<file path="src/gli_pkg.sv">
// Purpose: Shared constants and carrier types for the pin and status LED block
// Assumes: 200 MHz system clock
// Notes: Pin mode encoding is local to this block
package gli_pkg;

  localparam int GLI_PINS = 3;
  localparam int CLK_MHZ = 200;
  localparam int BLINK_MS = 80;
  localparam int BLINK_CYC = BLINK_MS * 1000 * CLK_MHZ;
  localparam int SPEED_PIN = 0;
  localparam int LINK_PIN = 1;
  localparam int DUPLEX_PIN = 2;

  // Per-pin configuration
  typedef enum logic [1:0] {
    GLI_MODE_IN,
    GLI_MODE_PP,
    GLI_MODE_OD,
    GLI_MODE_LED
  } gli_mode_t;

  // Link state from the physical layer
  typedef struct packed {
    logic linkUp;
    logic speed100;
    logic autoNeg;
    logic fullDuplex;
    logic activity;
  } gli_link_t;

endpackage : gli_pkg

</file>
<file path="src/gli_gpio_led.sv">
// Purpose: Three general-purpose pins that may each show a status LED instead
// Assumes: Pin mode and data come from the control register space as plain inputs
// Notes: LED outputs are active low and open-drain
// How it works
// Each pin is input, push-pull output or open-drain output by its mode.
// A pin in LED mode only pulls low, otherwise releases.
// Speed LED low at 100, during negotiation or unplugged; high only at 10.
// Link/activity LED low while link valid and no blink running.
// Activity releases the link/activity LED for 80 ms.
// After a dark phase it stays low at least 80 ms before the next.
// Duplex LED low while the link is full duplex.
// Duplex LED dark in half duplex or no link; link LED dark without link.
`timescale 1ns/1ps
module gli_gpio_led
  import gli_pkg::*;
#(
  parameter int BLINK_CYCLES = BLINK_CYC
) (
  input wire logic sys_clk,
  input wire logic arst_n,
  input wire gli_mode_t pinMode [GLI_PINS],
  input wire logic [GLI_PINS-1:0] pinOutData,
  input wire gli_link_t linkState,
  input wire logic [GLI_PINS-1:0] pinIn,
  output logic [GLI_PINS-1:0] pinOut,
  output logic [GLI_PINS-1:0] pinOe,
  output logic [GLI_PINS-1:0] pinInData,
  output logic speed_led_n,
  output logic link_activity_led_n,
  output logic duplex_led_n
);

  typedef enum logic [1:0] {
    GLI_LIT,
    GLI_DARK,
    GLI_HOLD
  } gli_blink_t;

  gli_blink_t blink_q;
  logic [31:0] cnt_q;
  logic actSeen_q;
  logic [GLI_PINS-1:0] sync1_q, sync2_q, sync3_q;
  logic [GLI_PINS-1:0] ledN;

  //////////////////////////////////////////////////////////////////////////////
  // Input synchroniser, change accepted when stages two and three agree
  // Pads are asynchronous, so stage one may go metastable; only stage two reads it,
  // and a level must survive two stages before the pin's input data follows it
  always_ff @(posedge sys_clk or negedge arst_n) begin
    if (!arst_n) begin
      sync1_q <= '0;
      sync2_q <= '0;
      sync3_q <= '0;
      pinInData <= '0;
    end else begin
      sync1_q <= pinIn;
      sync2_q <= sync1_q;
      sync3_q <= sync2_q;
      for (int i = 0; i < GLI_PINS; i++) begin
        if (sync2_q[i] == sync3_q[i]) begin
          pinInData[i] <= sync3_q[i];
        end
      end
    end
  end

  //////////////////////////////////////////////////////////////////////////////
  // Activity blink sequencer: lit, dark 80 ms, lit at least 80 ms
  always_ff @(posedge sys_clk or negedge arst_n) begin
    if (!arst_n) begin
      blink_q <= GLI_LIT;
      cnt_q <= '0;
      actSeen_q <= 1'b0;
    end else begin
      case (blink_q)
        GLI_LIT: begin
          // Activity remembered in the dark and hold phases starts the next blink here,
          // so a burst that falls inside the minimum lit time is not lost
          actSeen_q <= 1'b0;
          if (linkState.linkUp && (linkState.activity || actSeen_q)) begin
            blink_q <= GLI_DARK;
            cnt_q <= '0;
          end
        end
        GLI_DARK: begin
          actSeen_q <= actSeen_q | linkState.activity;
          if (cnt_q == 32'(BLINK_CYCLES - 1)) begin
            blink_q <= GLI_HOLD;
            cnt_q <= '0;
          end else begin
            cnt_q <= cnt_q + 32'h1;
          end
        end
        GLI_HOLD: begin
          actSeen_q <= actSeen_q | linkState.activity;
          if (cnt_q == 32'(BLINK_CYCLES - 1)) begin
            blink_q <= GLI_LIT;
            cnt_q <= '0;
          end else begin
            cnt_q <= cnt_q + 32'h1;
          end
        end
        default: begin
          blink_q <= GLI_LIT;
          cnt_q <= '0;
        end
      endcase
    end
  end

  //////////////////////////////////////////////////////////////////////////////
  // LED levels, registered
  // Registering keeps the open-drain enables glitch free while link state bits settle;
  // a link lost mid-blink still shows dark, and the sequencer runs on to its end
  always_ff @(posedge sys_clk or negedge arst_n) begin
    if (!arst_n) begin
      speed_led_n <= 1'b0;
      link_activity_led_n <= 1'b1;
      duplex_led_n <= 1'b1;
    end else begin
      speed_led_n <= linkState.linkUp && !linkState.autoNeg && !linkState.speed100;
      link_activity_led_n <= !(linkState.linkUp && blink_q != GLI_DARK);
      duplex_led_n <= !(linkState.linkUp && linkState.fullDuplex);
    end
  end

  // LED level per pin position, so the pin map lives in one place
  always_comb begin
    ledN = '1;
    ledN[SPEED_PIN] = speed_led_n;
    ledN[LINK_PIN] = link_activity_led_n;
    ledN[DUPLEX_PIN] = duplex_led_n;
  end

  //////////////////////////////////////////////////////////////////////////////
  // Pad drivers per pin
  // Open-drain and LED pins only ever drive low; the board pull-up gives the high level
  always_comb begin
    for (int i = 0; i < GLI_PINS; i++) begin
      case (pinMode[i])
        GLI_MODE_PP: begin
          pinOut[i] = pinOutData[i];
          pinOe[i] = 1'b1;
        end
        GLI_MODE_OD: begin
          pinOut[i] = 1'b0;
          pinOe[i] = !pinOutData[i];
        end
        GLI_MODE_LED: begin
          pinOut[i] = 1'b0;
          pinOe[i] = !ledN[i];
        end
        default: begin
          pinOut[i] = 1'b0;
          pinOe[i] = 1'b0;
        end
      endcase
    end
  end

  //////////////////////////////////////////////////////////////////////////////
  // Checks
  dark_len_a: assert property (@(posedge sys_clk) disable iff (!arst_n)
    (blink_q == GLI_DARK) |-> (cnt_q < 32'(BLINK_CYCLES)))
    else $error("dark phase overran");
  hold_after_a: assert property (@(posedge sys_clk) disable iff (!arst_n)
    (blink_q == GLI_DARK && $past(blink_q) != GLI_DARK) |-> ($past(blink_q) == GLI_LIT))
    else $error("dark phase without lit phase before");
  link_lit_a: assert property (@(posedge sys_clk) disable iff (!arst_n)
    ($past(arst_n) && $past(linkState.linkUp) && $past(blink_q) != GLI_DARK) |-> !link_activity_led_n)
    else $error("link LED not lit");
  speed_a: assert property (@(posedge sys_clk) disable iff (!arst_n)
    $past(linkState.speed100) |-> !speed_led_n)
    else $error("speed LED high at 100");
  duplex_a: assert property (@(posedge sys_clk) disable iff (!arst_n)
    $past(arst_n && linkState.linkUp && linkState.fullDuplex) |-> !duplex_led_n)
    else $error("duplex LED not lit");
  nolink_dark_a: assert property (@(posedge sys_clk) disable iff (!arst_n)
    !$past(linkState.linkUp) |-> (link_activity_led_n && duplex_led_n))
    else $error("LED lit without link");
  led_od_a: assert property (@(posedge sys_clk) disable iff (!arst_n)
    (pinMode[0] == GLI_MODE_LED) |-> (pinOut[0] == 1'b0 && pinOe[0] == !speed_led_n))
    else $error("LED pin not open drain");
  pp_drive_a: assert property (@(posedge sys_clk) disable iff (!arst_n)
    (pinMode[1] == GLI_MODE_PP) |-> (pinOe[1] && pinOut[1] == pinOutData[1]))
    else $error("push-pull pin not driven");
  // Blink sequencer seen at the LED output and at its phase ends
  dark_out_a: assert property (@(posedge sys_clk) disable iff (!arst_n)
    (blink_q == GLI_DARK) |=> link_activity_led_n)
    else $error("link LED lit in dark phase");
  hold_lit_a: assert property (@(posedge sys_clk) disable iff (!arst_n)
    (blink_q == GLI_HOLD && linkState.linkUp) |=> !link_activity_led_n)
    else $error("link LED dark in hold phase");
  act_start_a: assert property (@(posedge sys_clk) disable iff (!arst_n)
    (blink_q == GLI_LIT && linkState.linkUp && linkState.activity) |=> (blink_q == GLI_DARK))
    else $error("activity did not start a blink");
  act_remember_a: assert property (@(posedge sys_clk) disable iff (!arst_n)
    (blink_q == GLI_HOLD && linkState.activity) |=> actSeen_q)
    else $error("activity in hold phase lost");
  dark_exit_a: assert property (@(posedge sys_clk) disable iff (!arst_n)
    ($past(blink_q) == GLI_DARK && blink_q != GLI_DARK) |-> (blink_q == GLI_HOLD && $past(cnt_q) == 32'(BLINK_CYCLES - 1)))
    else $error("dark phase ended early");
  hold_exit_a: assert property (@(posedge sys_clk) disable iff (!arst_n)
    ($past(blink_q) == GLI_HOLD && blink_q != GLI_HOLD) |-> (blink_q == GLI_LIT && $past(cnt_q) == 32'(BLINK_CYCLES - 1)))
    else $error("hold phase ended early");
  in_sync_a: assert property (@(posedge sys_clk) disable iff (!arst_n)
    (sync2_q == sync3_q) |=> (pinInData == $past(sync3_q)))
    else $error("agreed input level not taken");

  //////////////////////////////////////////////////////////////////////////////
  // Pad checks repeated on every pin, whatever its position
  for (genvar g = 0; g < GLI_PINS; g++) begin : g_pad_chk
    pad_pp_a: assert property (@(posedge sys_clk) disable iff (!arst_n)
      (pinMode[g] == GLI_MODE_PP) |-> (pinOe[g] && pinOut[g] == pinOutData[g]))
      else $error("push-pull pad not driven");
    pad_od_a: assert property (@(posedge sys_clk) disable iff (!arst_n)
      (pinMode[g] == GLI_MODE_OD) |-> (pinOut[g] == 1'b0 && pinOe[g] == !pinOutData[g]))
      else $error("open-drain pad misdriven");
    pad_in_a: assert property (@(posedge sys_clk) disable iff (!arst_n)
      (pinMode[g] == GLI_MODE_IN) |-> !pinOe[g])
      else $error("input pad driven");
    pad_led_a: assert property (@(posedge sys_clk) disable iff (!arst_n)
      (pinMode[g] == GLI_MODE_LED) |-> (pinOut[g] == 1'b0 && pinOe[g] == !ledN[g]))
      else $error("LED pad not open drain");
  end

endmodule : gli_gpio_led

</file>
<file path="config.mk">
export PLATFORM = sky130hd
export DESIGN_NAME = gli_gpio_led
export DESIGN_NICKNAME = d
export VERILOG_FILES = /design/src/gli_pkg.sv /design/src/gli_gpio_led.sv
export SDC_FILE = /design/constraint.sdc
export NUM_CORES = 1
export LEC_CHECK = 0
export ABC_AREA = 1
export BUFFER_PORTS_ARGS = -buffer_cell sky130_fd_sc_hd__buf_2
export CAP_MARGIN = 20
export CORE_ASPECT_RATIO = 2
export CORE_MARGIN = 10
export CORE_UTILIZATION = 47
export DETAILED_ROUTE_END_ITERATION = 8
export PLACE_DENSITY = 0.78
export SLEW_MARGIN = 0
export SYNTH_ARGS = -nofsm -noshare
export SYNTH_HDL_FRONTEND = slang
export SYNTH_SLANG_ARGS = --single-unit
</file>
<file path="constraint.sdc">
create_clock -name sys_clk -period 1.45 [get_ports sys_clk]
set_input_delay 0.29 -clock sys_clk [delete_from_list [all_inputs] [get_ports sys_clk]]
set_output_delay 0.29 -clock sys_clk [all_outputs]
set_load 0.01 [all_outputs]
</file>
Yosys cells after proc, flatten, opt, wreduce, memory -nomap -nowiden
Cells that the tools add are included.
- register bits: 50
- bits of input ports: 19
- logic and storage cells: 67
- output and inout port bits: 12
- bitwise operators: 1
- multiplexer cells: 14
- equality and inequality tests: 19
- add/subtract/negate cells: 1
- reduce and logical (&&, ||, !) cells: 20
- operator list (cell ; number):
    $mux W32 ; 2
    $pmux W32 S2 ; 1
    $add A32 B1 Y32 const B ; 1
    $eq A32 B24 Y1 const B ; 1
    $eq A2 B2 Y1 const B ; 7
    $logic_not A1 Y1 ; 10
    $pmux W1 S3 ; 3
    $eq A2 B1 Y1 const B ; 4
    $mux W2 ; 3
    $ne A2 B2 Y1 const B ; 3
    $pmux W2 S3 ; 1
    $logic_and A1 B1 Y1 ; 5
    $eq A1 B1 Y1 ; 3
    $mux W1 ; 3
    $reduce_and A3 Y1 ; 1
    $logic_not A2 Y1 ; 1
    $ne A2 B1 Y1 const B ; 1
    $pmux W1 S2 ; 1
    $reduce_bool A2 Y1 ; 1
    $reduce_or A2 Y1 ; 1
    $logic_or A1 B1 Y1 ; 1
    $or A1 B1 Y1 ; 1

Longest topological paths before layout
- depth in word-level cells: 4
- depth in mapped cells: 11
- mapped depth without buffers: 11

Least setup slack after synthesis
OpenSTA, ideal clock, no wires.
- kind: reg2reg
- from: register cnt_q[1]
- to: register cnt_q[13]
- cell stages (with the launch flop): 12
- path slack: -0.057 ns
- period minus slack after synthesis: 1.507 ns
- arrival: 1.389 ns
- setup time: 0.119 ns
- buffers on the path: 1
- required time: 1.331 ns
- cells stage by stage: dfrtp_1 > ha_1 > nand2_2 > nor2_4 > nand2_2 > nor2_4 > nand2_4 > nand2_2 > nand2_2 > inv_2 > buf_6 > nor2_1
- longest elaborated chain between the ends: 3
- elaborated cells on any way between the ends: 4
- those cells by class: 1 x add/sub; 1 x eq/ne; 2 x mux
- RTL lines (item ; line ; RTL):
    from (decl) ; gli_gpio_led.sv:40 ; logic [31:0] cnt_q;
    from (signal assigned) ; gli_gpio_led.sv:91 ; cnt_q <= cnt_q + 32'h1;
    from (signal assigned) ; gli_gpio_led.sv:100 ; cnt_q <= cnt_q + 32'h1;
    $add A32 B1 Y32 or $eq A32 B24 Y1 (tied branches) ; -- ;
    $mux W32 * ; gli_gpio_led.sv:87, gli_gpio_led.sv:96 ;
    $pmux W32 S2 * ; gli_gpio_led.sv:75 ; case (blink_q)
Mark *: on every way between the ends. The rest lies on a longest branch, timed or not.
A chain may end at the register's enable or synchronous reset.

Worst setup path after layout
- from: register cnt_q[19]
- to: register cnt_q[21]
Same word-level chain as after synthesis.

==> results by group <==
Critical path
  – CP Capture Type: flop
  – Critical Path Stages: 10
  – Crit-path max FO: 6
  – Worst r2r path cells: 10
  – CP bufs+invs: 1
  – Critical path class: reg2reg
  – Critical Path Source Type: flop
  – CP most frequent cell: nand2_1
  – Crit path cell chain: inv_1 > nand2_1 > nor2_1 > nand2_1 > nor2_4 > nand2_4 > nand2_4 > nand2_8 > nand2_1 > nor2_1
  – CP delay by family, top: simple AND/OR/NAND/NOR gates
  – Crit path DAT: ~1.7 ns
  – Worst EP required: between 1.5 and 2 ns
  – Critical path's slowest cell: dfrtp_1
  – CP peak stage delay: ~0.38 ns

CTS
  – Cts bufs inserted: 5
  – CTS tree: yes
  – Clock Latency Late Sink: about 0.30 ns
  – CTS sink count: 50
  – Clock Pin Slew Worst Setup and Hold Paths: about 0.08 ns
  – Htree depth: 2
  – Root Buffer: clkbuf_16
  – Clock Path Buffers: 2

Placement
  – Port buffer count: 30
  – Dpl hpwl: roughly 6900 µm
  – Setup Slack @ Placement: -0.175 ns
  – Dpl cells: 557
  – Placed Area: between 3000 and 4000 µm²
  – Placer congestion estimate: 0.948

GRT
  – Pin count of the biggest net entering global routing: 22
  – GRT Total Usage: between 10% and 20%
  – Vias in the first global route: 3309
  – Initial antenna violation count: 0
  – Total gr overflow: 0
  – First-pass GRT wire length: approximately 15000 µm

Synth
  – Yosys cell types: 29
  – Sequential-to-total area share from yosys stat: 43.1%
  – Syn_nets: 430
  – Ys Warns: 0
  – Synthesized area per cell: 7.18 µm²
  – Syn Inst Count: a little over 400
  – Synthesized area: approximately 2900 µm²
  – FF+latch count, synth: 50

Timing
  – Clock Skews: 0.0101 ns
  – Hold Vio Cnt, Final: 0
  – RSZ-0062 raised after global routing: yes
  – Setup ws final: -0.110 ns
  – Fmax: between 0.6 and 0.7 GHz
  – Tmin final: approximately 1.6 ns
  – Worst-Margin Slew: roughly 0.39 ns
  – Tcrit/Tclk final: 108%
  – Setup violators final: 27
  – Setup_tns: -1.79 ns
  – Max-slew violations: 0
  – Max-slew headroom: between 70 and 80%

Route
  – Via/cell ratio: between 5 and 6
  – DR WL/cell: between 15 and 20 µm
  – Post-Route WL: a little over 10000 µm
  – Remaining antenna violation count: 0
  – DR vias: about 3200
  – Drt drc: 0
  – 1st-iter DRT viols: approximately 320
  – Pre-antenna DRT Iters: 4

Floorplanning
  – Die width: 75.6 µm
  – Rows: 40
  – Starting density of the core: between 40% and 50%
  – Die Y: roughly 130 µm
  – CORE AREA: 6010 µm²
  – Ports: 31
  – Die Footprint: just under 10000 µm²

Power and ir drop
  – Peak supply drop: around 0.0013 V
  – Total leakage power: approximately 2.1 nW
  – Comb pwr share: approximately 40%
  – Clock share of power: 27.9%
  – Psw: 0.00185 W
  – Sequential Power Share: approximately a third
  – Pwr Density: around 1200 nW/µm²
  – Int Pwr: around 0.0031 W
  – Switching share of total power: 37.2%

Outcome
  – Status: finished, violations left
  – Failing checks: negative setup slack

Cells and area
  – Synth-to-Final Area Change: 45.3%
  – Ant. Diodes: 0
  – Layout cell share with drive strength beyond 1: between 40 and 50%
  – Post-route cell area: approximately 4200 µm²
  – Commonest non-fill, non-tap cell in the layout: nand2_1
  – Most frequent cells in the layout: nand2_1, buf_4, dfrtp_1, inv_1, nor2_1
  – Post-route insts no fill: 577
  – Final nets: approximately 540

Hold path
  – Worst min-delay path class: in2reg
  – Worst hold stages: 1

Flow run
  – Max_cap viols: 0
## per-stage QoR
stage               util (%)  hold WS (ns)  power, W
CTS                     66.4        0.0938   0.00484
global placement        60.0         0.227   0.00304
detailed placement      60.0         0.234   0.00307
floorplan                  -      -0.00559   0.00244
finish                  70.4        0.0973   0.00498
global route            70.4        0.0928   0.00519
## layer usage
metal  share of wire, %  vias up  global-route usage (%)
met4                8.1        0                    16.9
met1                 33     1522                    17.3
met5                  0        -                       0
met2                 54      142                    34.3
met3                4.2       61                    4.30
li1                   -     1472                       -
## power groups by stage
stage          combinational (W)  sequential (W)  clock, W
6_report                 0.00199         0.00160   0.00139
5_1_grt                  0.00214         0.00161   0.00144
4_1_cts                  0.00186         0.00158   0.00140
3_5_place_dp             0.00147         0.00160         0
3_3_place_gp             0.00144         0.00160         0
2_1_floorplan           0.000825         0.00162         0
## synthesized netlist by cell type
cell type / number / share of area (%)
nor3b_1: 2 / 0.52
inv_1: 46 / 5.9
nand3_1: 29 / 5.0
nand4_1: 6 / 1.3
o21ai_0: 7 / 1.2
nand2_4: 1 / 0.39
and3_1: 1 / 0.22
ha_1: 6 / 2.6
clkbuf_1: 2 / 0.26
xnor2_1: 2 / 0.60
dfrtp_1: 48 / 41
nand2_2: 6 / 1.3
buf_2: 2 / 0.34
nor2_1: 66 / 8.5
buf_6: 1 / 0.39
inv_2: 3 / 0.39
a21oi_2: 1 / 0.30
nor3_1: 2 / 0.34
nand2_1: 135 / 17
a31oi_1: 3 / 0.65
nor2_2: 2 / 0.43
or2_2: 1 / 0.22
nor2_4: 6 / 2.3
and2_1: 1 / 0.22
xor2_1: 10 / 3.0
maj3_1: 3 / 1.0
nand3_2: 1 / 0.34
a21oi_1: 10 / 1.7
dfstp_2: 2 / 1.8
## cell families (layout without fill, tap and decap cells)
kind of cell             count (synthesis)  after routing  share of synthesized area, %
buffers and inverters                   54            163                          7.31
adder cells (fa/ha/maj)                  9              9                          3.61
XOR/XNOR                                12             12                          3.61
AO/OA/AOI/OAI                           21             21                          3.87
flip-flops                              50             50                          43.1
AND/OR/NAND/NOR                        259            259                          38.5
## path summary, 6_finish.rpt
kind	from	endpoint	slack, ns
hold / removal	pinIn[2]	sync1_q[2]$_DFF_PN0_	0.1
hold reg to reg	sync1_q[2]$_DFF_PN0_	sync2_q[2]$_DFF_PN0_	0.36
max in group asynchronous	arst_n	cnt_q[27]$_DFFE_PN0P_	0.44
setup reg to reg	cnt_q[19]$_DFFE_PN0P_	cnt_q[21]$_DFFE_PN0P_	-0.11
setup / recovery	cnt_q[19]$_DFFE_PN0P_	cnt_q[21]$_DFFE_PN0P_	-0.11
min in group asynchronous	arst_n	sync1_q[2]$_DFF_PN0_	0.47
## area by class of cell
cell class                 instances  area, µm²
multi-input combinational        301       1760
fill                             414       1780
sequential                        50       1260
clock buffer                       5        125
timing repair buffer             105        743
clock inverter                     3       47.5
tap                               63       78.8
timing repair inverter             1       11.3
inverter                          49        201
## what timing repair did
action | CTS | global route
cloned | 1 | 0
pin swaps | 14 | 20
endpoints found under the hold margin | 14 | 0
gates resized for setup | 41 | 63
setup buffers | 5 | 5
endpoints found under the setup margin | 29 | 32
hold buffers | 1 | 0
## registers in the layout (all words and copies together), names as in the netlist, 2 cells and up
signal     flops
sync2_q        3
cnt_q         32
pinInData      3
sync1_q        3
blink_q        2
sync3_q        3
Note: power is estimated with default switching activity, not from simulation.
